`src/logic/swc_defines.svh`:
```
// offsets, field positions, reset values and timing counts
`ifndef SWC_DEFINES_SVH
`define SWC_DEFINES_SVH
`define SWC_OFF_CMD 8'h00
`define SWC_OFF_CFG 8'h04
`define SWC_OFF_STAT 8'h08
`define SWC_KEY_MSB 31
`define SWC_KEY_LSB 24
`define SWC_KEY_VALUE 8'hA5
`define SWC_OFF_BIT 0
`define SWC_EDGE_MSB 1
`define SWC_EDGE_LSB 0
`define SWC_DEB_MSB 7
`define SWC_DEB_LSB 4
`define SWC_ALARM_EN_BIT 17
`define SWC_WAKE_FLAG_BIT 0
`define SWC_ALARM_FLAG_BIT 17
`define SWC_CFG_RESET 32'h00000003
`define SWC_CMD_DELAY 2'h2
`define SWC_DEB_UNIT 4
`define SWC_SYNC_LAG 3
`endif

```
`src/logic/swc_pkg.sv`:
```
// types shared by the shutdown and wake-up logic
`default_nettype none
package swc_pkg;
  typedef enum logic [1:0] {
    SWC_EDGE_NONE = 2'h0,
    SWC_EDGE_RISE = 2'h1,
    SWC_EDGE_FALL = 2'h2,
    SWC_EDGE_BOTH = 2'h3
  } swc_edge_t;
  typedef struct packed {
    logic sel;
    logic wr;
    logic rd;
    logic [7:0] addr;
    logic [31:0] wdata;
  } swc_req_t;
endpackage
`default_nettype wire

```
`src/logic/swc_shutdown_wakeup.sv`:
```
// shutdown output control with debounced wake input and alarm wake
`timescale 1ns/1ps
`default_nettype none
`include "swc_defines.svh"
module swc_shutdown_wakeup #(
  parameter int DEB_W = 4
) (
  // slow clock and reset
  input wire logic clock_in,
  input wire logic arst_n_in,
  // register port
  input wire swc_pkg::swc_req_t req_in,
  output logic [31:0] rdata_out,
  // pins
  input wire logic wake_in0,
  input wire logic rtc_alarm_in,
  output logic power_off_out
);
  localparam int CNT_W = DEB_W + `SWC_DEB_UNIT + 1;

  // synchronisers, first stage read only by the second
  logic wk_s1, wk_s2, wk_s3, al_s1, al_s2, al_s3;
  always_ff @(posedge clock_in or negedge arst_n_in) begin
    if (!arst_n_in) begin
      wk_s1 <= 1'b0;
      wk_s2 <= 1'b0;
      wk_s3 <= 1'b0;
      al_s1 <= 1'b0;
      al_s2 <= 1'b0;
      al_s3 <= 1'b0;
    end else begin
      wk_s1 <= wake_in0;
      wk_s2 <= wk_s1;
      wk_s3 <= wk_s2;
      al_s1 <= rtc_alarm_in;
      al_s2 <= al_s1;
      al_s3 <= al_s2;
    end
  end

  // state
  logic [1:0] edge_sel, next_edge_sel;
  logic [DEB_W-1:0] deb, next_deb;
  logic alarm_en, next_alarm_en;
  logic wake_flag, next_wake_flag;
  logic alarm_flag, next_alarm_flag;
  logic [1:0] cmd_dly, next_cmd_dly;
  logic off, next_off;
  logic armed, next_armed;
  logic [CNT_W-1:0] cnt, next_cnt;
  logic [1:0] fill, next_fill;
  logic [31:0] next_rdata;

  logic rise, fall, chg, hit, key_ok, wake_evt, alarm_evt, stat_rd;
  logic synced;
  logic [CNT_W-1:0] target, head;

  always_comb begin
    // edges blind until every stage holds a real pin level, so a pin
    // idling high shows no false edge after reset
    next_fill = (fill == 2'h3) ? fill : fill + 2'h1;
    synced = fill == 2'h3;
    rise = synced & wk_s2 & ~wk_s3;
    fall = synced & ~wk_s2 & wk_s3;
    chg = rise | fall;
    unique case (swc_pkg::swc_edge_t'(edge_sel))
      swc_pkg::SWC_EDGE_NONE: hit = 1'b0;
      swc_pkg::SWC_EDGE_RISE: hit = rise;
      swc_pkg::SWC_EDGE_FALL: hit = fall;
      swc_pkg::SWC_EDGE_BOTH: hit = chg;
    endcase
    target = CNT_W'({deb, {`SWC_DEB_UNIT{1'b0}}});
    // head start for the synchroniser lag: counting runs from the pin,
    // clamped so a short count still ends exactly on its target
    head = CNT_W'(`SWC_SYNC_LAG);
    if (target < head) begin
      head = target;
    end
    // count at target means held long enough; zero count fires next cycle
    wake_evt = armed && !chg && cnt >= target;
    alarm_evt = synced && alarm_en && al_s2 && !al_s3;
    key_ok = req_in.wdata[`SWC_KEY_MSB:`SWC_KEY_LSB] == `SWC_KEY_VALUE;
    stat_rd = req_in.sel && req_in.rd && req_in.addr == `SWC_OFF_STAT;

    next_edge_sel = edge_sel;
    next_deb = deb;
    next_alarm_en = alarm_en;
    if (req_in.sel && req_in.wr && req_in.addr == `SWC_OFF_CFG) begin
      next_edge_sel = req_in.wdata[`SWC_EDGE_MSB:`SWC_EDGE_LSB];
      next_deb = req_in.wdata[`SWC_DEB_MSB:`SWC_DEB_LSB];
      next_alarm_en = req_in.wdata[`SWC_ALARM_EN_BIT];
    end

    // debounce: a selected edge restarts the count; any other input change before completion cancels it
    next_armed = armed;
    next_cnt = cnt;
    if (hit) begin
      next_armed = 1'b1;
      next_cnt = head;
    end else if (armed && chg) begin
      next_armed = 1'b0;
      next_cnt = '0;
    end else if (wake_evt) begin
      next_armed = 1'b0;
      next_cnt = '0;
    end else if (armed) begin
      next_cnt = cnt + CNT_W'(1);
    end

    // command delay pipe
    next_cmd_dly = cmd_dly;
    if (cmd_dly != 2'h0) begin
      next_cmd_dly = cmd_dly - 2'h1;
    end
    if (req_in.sel && req_in.wr && req_in.addr == `SWC_OFF_CMD
        && key_ok && req_in.wdata[`SWC_OFF_BIT]) begin
      next_cmd_dly = `SWC_CMD_DELAY;
    end

    // wake wins over a command landing in the same cycle
    next_off = off;
    if (cmd_dly == 2'h1) begin
      next_off = 1'b1;
    end
    if (wake_evt || alarm_evt) begin
      next_off = 1'b0;
    end

    // set wins over read-clear
    next_wake_flag = (wake_flag && !stat_rd) || wake_evt;
    next_alarm_flag = (alarm_flag && !stat_rd) || alarm_evt;

    next_rdata = '0;
    if (req_in.sel && req_in.rd) begin
      unique case (req_in.addr)
        `SWC_OFF_CFG: begin
          next_rdata[`SWC_EDGE_MSB:`SWC_EDGE_LSB] = edge_sel;
          next_rdata[`SWC_DEB_MSB:`SWC_DEB_LSB] = deb;
          next_rdata[`SWC_ALARM_EN_BIT] = alarm_en;
        end
        `SWC_OFF_STAT: begin
          next_rdata[`SWC_WAKE_FLAG_BIT] = wake_flag;
          next_rdata[`SWC_ALARM_FLAG_BIT] = alarm_flag;
        end
        default: next_rdata = '0;
      endcase
    end
  end

  always_ff @(posedge clock_in or negedge arst_n_in) begin
    if (!arst_n_in) begin
      edge_sel <= 2'(`SWC_CFG_RESET);
      deb <= '0;
      alarm_en <= 1'b0;
      wake_flag <= 1'b0;
      alarm_flag <= 1'b0;
      cmd_dly <= 2'h0;
      off <= 1'b0;
      armed <= 1'b0;
      cnt <= '0;
      fill <= 2'h0;
      rdata_out <= '0;
    end else begin
      edge_sel <= next_edge_sel;
      deb <= next_deb;
      alarm_en <= next_alarm_en;
      wake_flag <= next_wake_flag;
      alarm_flag <= next_alarm_flag;
      cmd_dly <= next_cmd_dly;
      off <= next_off;
      armed <= next_armed;
      cnt <= next_cnt;
      fill <= next_fill;
      rdata_out <= next_rdata;
    end
  end

  assign power_off_out = off;

  a_cmd_delay: assert property (@(posedge clock_in)
    disable iff (!arst_n_in)
    (req_in.sel && req_in.wr && req_in.addr == `SWC_OFF_CMD && key_ok
     && req_in.wdata[`SWC_OFF_BIT] && !off) ##1 (!wake_evt && !alarm_evt)[*2]
    |=> power_off_out) else $error("off command not applied after delay");
  a_bad_key: assert property (@(posedge clock_in)
    disable iff (!arst_n_in)
    (req_in.sel && req_in.wr && req_in.addr == `SWC_OFF_CMD && !key_ok
     && cmd_dly == 2'h0) |=> cmd_dly == 2'h0)
    else $error("unkeyed command accepted");
  a_zero_cmd: assert property (@(posedge clock_in)
    disable iff (!arst_n_in)
    (req_in.sel && req_in.wr && req_in.addr == `SWC_OFF_CMD
     && !req_in.wdata[`SWC_OFF_BIT] && cmd_dly == 2'h0) |=> cmd_dly == 2'h0)
    else $error("zero command had effect");
  a_hold_off: assert property (@(posedge clock_in)
    disable iff (!arst_n_in)
    ($fell(power_off_out)) |-> $past(wake_evt || alarm_evt))
    else $error("output released without wake");
  a_wake_release: assert property (@(posedge clock_in)
    disable iff (!arst_n_in)
    (wake_evt && cmd_dly != 2'h1) |=> !power_off_out && wake_flag)
    else $error("wake did not release output");
  a_wake_time: assert property (@(posedge clock_in)
    disable iff (!arst_n_in)
    wake_evt |-> cnt == target) else $error("wake fired at wrong count");
  a_alarm_gate: assert property (@(posedge clock_in)
    disable iff (!arst_n_in)
    (!alarm_en && !alarm_flag && !stat_rd) |=> !alarm_flag)
    else $error("disabled alarm set flag");
  a_alarm_flag: assert property (@(posedge clock_in)
    disable iff (!arst_n_in)
    (synced && alarm_en && $rose(al_s2)) |=> alarm_flag)
    else $error("alarm edge missed");
  a_flag_clear: assert property (@(posedge clock_in)
    disable iff (!arst_n_in)
    (stat_rd && !wake_evt) |=> !wake_flag)
    else $error("read did not clear flag");
  a_cnt_restart: assert property (@(posedge clock_in)
    disable iff (!arst_n_in)
    (armed && chg && !hit) |=> cnt == '0 && !armed)
    else $error("counter not cleared on change");
endmodule
`default_nettype wire

```
`config.mk`:
```
export PLATFORM = sky130hd
export DESIGN_NAME = swc_shutdown_wakeup
export DESIGN_NICKNAME = d
export VERILOG_FILES = /design/src/logic/swc_pkg.sv /design/src/logic/swc_shutdown_wakeup.sv
export VERILOG_INCLUDE_DIRS = /design/src /design/src/logic
export SDC_FILE = /design/constraint.sdc
export NUM_CORES = 1
export LEC_CHECK = 0
export ABC_AREA = 1
export BUFFER_PORTS_ARGS = -buffer_cell sky130_fd_sc_hd__buf_2
export CORE_AREA = 5 5 69 71
export CTS_BUF_LIST = sky130_fd_sc_hd__clkbuf_8
export DETAILED_ROUTE_END_ITERATION = 6
export DIE_AREA = 0 0 74 76
export PLACE_DENSITY_LB_ADDON = 0.05
export SLEW_MARGIN = 20
export SYNTH_ARGS = -nofsm -noshare
export SYNTH_HDL_FRONTEND = slang
export SYNTH_SLANG_ARGS = --single-unit
```
`constraint.sdc`:
```
create_clock -name clock_in -period 1.7 [get_ports clock_in]
set_clock_uncertainty 0.1 [all_clocks]
set_input_delay 0.085 -clock clock_in [delete_from_list [all_inputs] [get_ports clock_in]]
set_output_delay 0.085 -clock clock_in [all_outputs]
set_load 0.02 [all_outputs]
```
==> results of run 1 <==
==> kinds of logic (layout without fill, tap and decap cells) <==
family / Yosys count / after routing / share of synthesized area, %
and+or+nand+nor: 89 / 89 / 21.0
adders and majority gates: 9 / 9 / 5.68
buffers and inverters: 61 / 114 / 16.7
DFF: 37 / 37 / 46.8
other: 1 / 25 / 0.189
xor gates and xnor gates: 6 / 6 / 2.65
AOI/OAI and AO/OA: 25 / 25 / 6.94
==> Yosys cell counts (all sizes together) <==
library cell / count
dfrtp: 35
inv: 35
nand2: 33
buf: 26
nor2: 26
a21oi: 13
nand3: 13
ha: 9
nor3: 8
o21ai: 7
nand4: 6
xor2: 5
dfstp: 2
nor4: 2
o22ai: 2
a31oi: 1
conb: 1
nor3b: 1
o211ai: 1
o21a: 1
xnor2: 1
==> timing repair <==
action	in CTS	in global routing
pin swaps	1	7
endpoints found under the setup margin	8	12
buffers inserted	0	2
gates cloned	0	0
hold endpoints to repair	46	0
gates resized for setup	5	16
hold buffers	15	0
==> power by group <==
part           internal (W)  switching [W]
sequential         0.000968      0.0000666
combinational      0.000194       0.000284
clock              0.000472       0.000308
total               0.00163       0.000659
==> registers in the layout, indices dropped and copies added (netlist names), 2 cells and up <==
name       flops
cnt            9
rdata_out      7
deb            4
cmd_dly        2
edge_sel       2
fill           2
==> worst paths after layout <==
check	start	endpoint	cells after the start
max	deb[2]	cnt[0]	10
min	req_in[30]	cmd_dly[0]	3
max reg2reg	deb[2]	cnt[0]	10
min reg2reg	al_s1	al_s2	0
max in group asynchronous	arst_n_in	edge_sel[0]	3
min in group asynchronous	arst_n_in	rdata_out[5]	3
==> cell type report <==
type / count / area share, %
inverters: 35 / 5.13
repair buffers: 71 / 18.2
multi-input cells: 154 / 34.2
well taps: 52 / 2.49
clock inverters: 2 / 1.29
clock buffers: 6 / 3.16
flip-flops and latches: 37 / 35.6
==> per-layer routing <==
metal	routed length, um	up-vias	share of wire (%)
met3	227	5	5.5
met4	84	0	2.0
li1	-	835	-
met2	2110	44	51
met5	0	-	0
met1	1730	727	42
==> worst reg2reg max path, stage by stage (launching register included) <==
cell and delay (ns):
dfrtp_1 0.39, inv_2 0.09, ha_4 0.21, a21oi_2 0.11
nand2_1 0.06, nand2_1 0.07, nand3_2 0.11, nand2_4 0.11
buf_4 0.11, nand4_1 0.09, a21oi_2 0.14
==> layout by cell type, fill, tap and decap left out, types with 3 or more instances in the layout <==
cell	n
nand4_1	6
clkbuf_8	6
buf_4	20
nand3_1	11
inv_2	3
nor2_2	3
dlygate4sd3_1	14
a21oi_1	9
conb_1	25
nor3_1	6
o21ai_0	4
xor2_1	5
a21oi_2	4
nor2_1	22
buf_2	37
inv_1	32
o21ai_1	3
dfrtp_1	35
ha_1	7
nand2_1	30
==> per-stage QoR <==
stage | setup WS, ns | cell area (um2) | std cells | utilization, %
6_report | 0.0370 | 2610 | 357 | 62.6
3_3_place_gp | -0.0296 | 2260 | 333 | 54.1
3_5_place_dp | -0.0606 | 2260 | 333 | 54.1
2_1_floorplan | 0.118 | 2070 | 252 | -
4_1_cts | 0.0173 | 2550 | 356 | 61.2
5_1_grt | -0.101 | 2610 | 357 | 62.6
==> insert_results.sql, run 1 <==
INSERT INTO impl_metrics (metric_group, metric, value, unit) VALUES
('placed_design', 'placement.io_buffers', '37', ''),
('clock_tree', 'h-tree-depth', '2', ''),
('floorplanning', 'start_util', '47.5', '%'),
('clock_tree', 'clk_pin_slew_worst_paths', '0.07', 'ns'),
('power_and_ir_drop', 'power.density', '878', 'nW/um2'),
('clock_tree', 'clkSinkCount', '37', ''),
('yosys', 'seq_area_frac_synth', '46.8', '%'),
('critical_path', 'worst-path-buf-inv', '2', ''),
('timing', 'report.final.hold_viol_count', '0', ''),
('timing', 'slew_limit_fails', '0', ''),
('power_and_ir_drop', 'power', '0.00229', 'W'),
('yosys', 'synthesis.area', '1980', 'um2'),
('power_and_ir_drop', 'power_leakage', '1.42', 'nW'),
('floorplanning', 'die_x', '74', 'um'),
('critical_path', 'max_stage_delay', '0.39', 'ns'),
('floorplanning', 'design.core.area', '4170', 'um2'),
('clock_tree', 'clock_buffers_created_by_tritoncts', '5', ''),
('global_route', 'use_met1', '20.0', '%'),
('global_route', 'grt_pass1_wl', '7120', 'um'),
('global_route', 'grtUsageMet2', '27.0', '%'),
('route', 'dr.first_iter.drc_count', '61', ''),
('global_route', 'grt_start_max_net_pins', '38', ''),
('final_layout', 'seq_area', '928', 'um2'),
('timing', 'final_period_minus_worst_setup_slack', '1.66', 'ns'),
('timing', 'final.setup.tns', '0', 'ns'),
('critical_path', 'data_required_time_at_the_worst_endpoint', '1.81', 'ns'),
('global_route', 'met3_usage', '3.17', '%'),
('placed_design', 'dpl.hpwl', '2970', 'um'),
('final_layout', 'final_net_count', '360', ''),
('status', 'status', 'finished, final reports clean', ''),
('final_layout', 'antenna_cells', '0', ''),
('final_layout', 'flow.area_growth_from_synthesis', '31.8', '%'),
('yosys', 'postSynthAreaPerCell', '8.69', 'um2'),
('floorplanning', 'io_pins', '80', ''),
('yosys', 'synth.lib_cells_used.distinct', '28', ''),
('route', 'firstDrtPassIters', '4', ''),
('yosys', 'synth_largest_area_cell', 'dfrtp_1', ''),
('floorplanning', 'die_height', '76', 'um'),
('critical_path', 'timing.critical_path.slowest_stage_cell', 'dfrtp_1', ''),
('yosys', 'synth_largest_type_area_fraction', '44.2', '%'),
('yosys', 'yosysWarnings', '0', ''),
('yosys', 'syn-instance-count', '228', ''),
('route', 'detail_route.wl_per_cell', '11.6', 'um'),
('route', 'drc', '0', ''),
('critical_path', 'crit_chain', 'inv_2, ha_4, a21oi_2, nand2_1, nand2_1, nand3_2, nand2_4, buf_4, nand4_1, a21oi_2', ''),
('final_layout', 'fillCellCount', '374', ''),
('power_and_ir_drop', 'ir_worst_vdd', '0.634', 'mV'),
('final_layout', 'multi_input_area', '892', 'um2'),
('critical_path', 'crit_family', 'simple AND/OR/NAND/NOR gates', ''),
('timing', 'final_clock_period_utilization_by_the_worst_path', '97.8', '%'),
('placed_design', 'place_congestion', '0.752', ''),
('clock_tree', 'maximum_root_to_sink_buffer_count', '2', ''),
('global_route', 'antenna_found_initial', '0', ''),
('critical_path', 'cp_data_arrival_time', '1.78', 'ns'),
('yosys', 'yosys_register_bits', '37', ''),
('route', 'wl', '4150', 'um'),
('hold_path', 'hold_class', 'input pin to register', ''),
('flow_run', 'maxCapViolCount', '0', ''),
('critical_path', 'timing.critical_path.from_type', 'register', ''),
('route', 'avgViaCountPerCell', '4.51', ''),
('critical_path', 'worstSetupPathType', 'register to register', ''),
('floorplanning', 'die_area', '5620', 'um2'),
('timing', 'finalSetupViolCount', '0', ''),
('floorplanning', 'rows', '24', ''),
('final_layout', 'drive_above_1_share', '29.2', '%'),
('global_route', 'grt_pass1_vias', '1605', ''),
('yosys', 'post_synth_main_area_contributors', 'dfrtp_1 44%, buf_4 9.5%, inv_1 6.3%, nand2_1 5.9%, ha_1 5.7%', ''),
('timing', 'grt_setup_unrepaired', 'yes', ''),
('route', 'number_of_vias_after_detailed_routing', '1611', ''),
('clock_tree', 'cts_root_buffer', 'clkbuf_8', ''),
('critical_path', 'endpoint_kind', 'register', ''),
('critical_path', 'reg2reg_slack', '0.04', 'ns'),
('timing', 'worst_case_hold_slack', '0.00397', 'ns'),
('clock_tree', 'clkLatencyLatePin', '0.28', 'ns'),
('global_route', 'grtUsageTotal', '16.3', '%'),
('global_route', 'grt-busiest-layer', 'met2', ''),
('timing', 'fmax', '601', 'MHz'),
('critical_path', 'critical_path_peak_fanout', '4', ''),
('clock_tree', 'cts_tree', 'built', ''),
('route', 'ant_nets', '0', ''),
('global_route', 'grt_overflow_total', '0', '');
Note: power is estimated with default switching activity, not from simulation.
==> run 2: changes to the inputs <==
--- a/config.mk
+++ b/config.mk
@@ -8,10 +8,10 @@
 export LEC_CHECK = 0
 export ABC_AREA = 1
 export BUFFER_PORTS_ARGS = -buffer_cell sky130_fd_sc_hd__buf_2
-export CORE_AREA = 5 5 69 71
+export CORE_AREA = 5 5 82 61
 export CTS_BUF_LIST = sky130_fd_sc_hd__clkbuf_8
 export DETAILED_ROUTE_END_ITERATION = 6
-export DIE_AREA = 0 0 74 76
+export DIE_AREA = 0 0 87 66
 export PLACE_DENSITY_LB_ADDON = 0.05
 export SLEW_MARGIN = 20
 export SYNTH_ARGS = -nofsm -noshare
==> run 2 against run 1 <==
Against the previous run:
- sequential share of layout area rose by 0.15 points
- final area fell by 0.43%
- critical path type unchanged
- sequential power barely moved
- register-to-register slack improved by 0.06 ns
==> insert_results.sql, run 2 (synthesized netlist as in run 1, its figures left out) <==
INSERT INTO impl_metrics (metric_group, metric, value, unit) VALUES
('critical_path', 'crit_chain', 'ha_4, nand2_1, nor2_2, nand2_1, nand3_2, nand2_4, buf_4, nand4_1, o21ai_0', ''),
('timing', 'final_period_minus_worst_setup_slack', '1.61', 'ns'),
('final_layout', 'drive_above_1_share', '29.3', '%'),
('timing', 'report.final.hold_viol_count', '0', ''),
('route', 'firstDrtPassIters', '5', ''),
('critical_path', 'worst-path-buf-inv', '1', ''),
('placed_design', 'placement.io_buffers', '37', ''),
('global_route', 'met3_usage', '4.61', '%'),
('timing', 'finalSetupViolCount', '0', ''),
('global_route', 'grtUsageMet2', '23.1', '%'),
('global_route', 'use_met1', '21.1', '%'),
('route', 'ant_nets', '0', ''),
('critical_path', 'critical_path_peak_fanout', '5', ''),
('final_layout', 'stdcell_count', '359', ''),
('global_route', 'grt_start_max_net_pins', '38', ''),
('global_route', 'antenna_found_initial', '0', ''),
('clock_tree', 'h-tree-depth', '2', ''),
('route', 'drc', '0', ''),
('floorplanning', 'die_height', '66', 'um'),
('floorplanning', 'start_util', '47.4', '%'),
('final_layout', 'most_frequent_standard_cell_in_the_layout_excluding_fill_and_tap_cells', 'buf_2', ''),
('critical_path', 'timing.critical_path.from_type', 'register', ''),
('floorplanning', 'die_area', '5740', 'um2'),
('status', 'status', 'finished, final reports clean', ''),
('critical_path', 'crit_family', 'simple AND/OR/NAND/NOR gates', ''),
('placed_design', 'dpl_worst_slack', '-0.0387', 'ns'),
('final_layout', 'layout.cells.most_common_list', '37 x buf_2, 35 x dfrtp_1, 31 x nand2_1, 30 x inv_1, 25 x conb_1', ''),
('clock_tree', 'clkSinkCount', '37', ''),
('final_layout', 'flow.area_growth_from_synthesis', '31.2', '%'),
('critical_path', 'worstSetupPathType', 'register to register', ''),
('final_layout', 'finalInstanceArea', '2600', 'um2'),
('route', 'number_of_vias_after_detailed_routing', '1583', ''),
('clock_tree', 'cts_root_buffer', 'clkbuf_8', ''),
('timing', 'fmax', '622', 'MHz'),
('power_and_ir_drop', 'power', '0.00229', 'W'),
('power_and_ir_drop', 'power_leakage', '1.42', 'nW'),
('clock_tree', 'maximum_root_to_sink_buffer_count', '2', ''),
('floorplanning', 'rows', '20', ''),
('timing', 'grt_setup_unrepaired', 'yes', ''),
('global_route', 'grt_pass1_wl', '6820', 'um'),
('clock_tree', 'clk_pin_slew_worst_paths', '0.08', 'ns'),
('timing', 'final_clock_period_utilization_by_the_worst_path', '94.6', '%'),
('floorplanning', 'die_x', '87', 'um'),
('clock_tree', 'clock_buffers_created_by_tritoncts', '5', ''),
('final_layout', 'largest_reg_flops', '9', ''),
('route', 'wl', '4060', 'um'),
('clock_tree', 'cts_tree', 'built', ''),
('route', 'avgViaCountPerCell', '4.41', ''),
('final_layout', 'final_net_count', '359', ''),
('route', 'dr.first_iter.drc_count', '70', ''),
('placed_design', 'dp_cells', '334', ''),
('timing', 'final_critical_path_setup_slack', '0.0922', 'ns'),
('power_and_ir_drop', 'ir_worst_vdd', '0.617', 'mV'),
('clock_tree', 'clkLatencyLatePin', '0.29', 'ns'),
('final_layout', 'reg.largest.list', 'cnt (9), rdata_out (7), deb (4)', ''),
('global_route', 'grt-busiest-layer', 'met2', ''),
('critical_path', 'max_stage_delay', '0.41', 'ns'),
('critical_path', 'cp_data_arrival_time', '1.68', 'ns'),
('flow_run', 'maxCapViolCount', '0', ''),
('timing', 'slew_limit_fails', '0', ''),
('global_route', 'grtUsageTotal', '15.2', '%'),
('floorplanning', 'io_pins', '80', ''),
('floorplanning', 'design.core.area', '4180', 'um2'),
('final_layout', 'register_bank_with_the_most_flops', 'cnt', ''),
('critical_path', 'path_common_cell', 'nand2_1', ''),
('power_and_ir_drop', 'power.density', '881', 'nW/um2'),
('placed_design', 'place_congestion', '0.748', ''),
('hold_path', 'hold_class', 'input pin to register', ''),
('critical_path', 'endpoint_kind', 'register', ''),
('critical_path', 'data_required_time_at_the_worst_endpoint', '1.77', 'ns'),
('final_layout', 'antenna_cells', '0', ''),
('critical_path', 'timing.critical_path.slowest_stage_cell', 'dfrtp_1', ''),
('placed_design', 'dpl.hpwl', '3010', 'um'),
('global_route', 'grt_pass1_vias', '1546', ''),
('global_route', 'grt_overflow_total', '0', ''),
('placed_design', 'placedInstanceArea', '2250', 'um2'),
('route', 'detail_route.wl_per_cell', '11.3', 'um');
## run 2: cell count changes in the layout (fill, tap and decap cells not counted), moves of 2 or more
cell / previous run / this run
inv_2: 3 / 6
inv_1: 32 / 30
o21ai_0: 4 / 6
o21ai_1: 3 / 1
## run 2: cell type report
cell class / instances / area (um2)
sequential: 37 / 928
timing repair buffer: 70 / 465
inverter: 35 / 131
multi-input combinational: 154 / 890
fill: 378 / 1580
tap: 55 / 68.8
clock buffer: 6 / 82.6
clock inverter: 2 / 33.8
## run 2: worst register-to-register path, delay by kind of cell, from the launching register on
kind	cells	cell delay, ns
adders and majority gates	1	0.28
buffers and inverters	1	0.15
DFF	1	0.41
AOI/OAI and AO/OA	1	0.08
and+or+nand+nor	6	0.47
## run 2: path summary, 6_finish.rpt
kind                       slack [ns]       start  depth (start not counted)      endpoint
max                              0.09      deb[0]                          9        cnt[8]
min                             0.001  req_in[30]                          3    cmd_dly[0]
max reg2reg                      0.09      deb[0]                          9        cnt[8]
min reg2reg                      0.25       al_s1                          0         al_s2
max in group asynchronous        0.88   arst_n_in                          3   edge_sel[1]
min in group asynchronous        0.26   arst_n_in                          3  rdata_out[7]
## run 2: stage by stage
stage	hold slack, ns	TNS, ns	utilization, %
2_1_floorplan	-0.311	0	-
3_3_place_gp	0.0567	-0.0102	53.8
3_5_place_dp	0.0582	-0.0599	53.8
4_1_cts	0.00448	0	60.0
5_1_grt	0.0206	-0.122	62.2
6_report	0.00123	0	62.2
## run 2: repair_timing
action | in CTS | in global routing
endpoints found under the hold margin | 46 | 0
pin swaps | 0 | 3
hold buffers | 13 | 0
buffers inserted | 0 | 4
gates resized for setup | 2 | 17
endpoints found under the setup margin | 4 | 11
## run 2: layer usage
metal / vias up / part of all wire [%]
met5: - / 0
met4: 0 / 0.47
met3: 2 / 6.1
met2: 38 / 43
met1: 715 / 50
li1: 828 / -
## run 2: power by group
| group | total, W | internal [W] | switching (W) |
|---|---|---|---|
| combinational | 0.000484 | 0.000197 | 0.000287 |
| sequential | 0.00103 | 0.000968 | 0.0000656 |
| clock | 0.000773 | 0.000472 | 0.000301 |
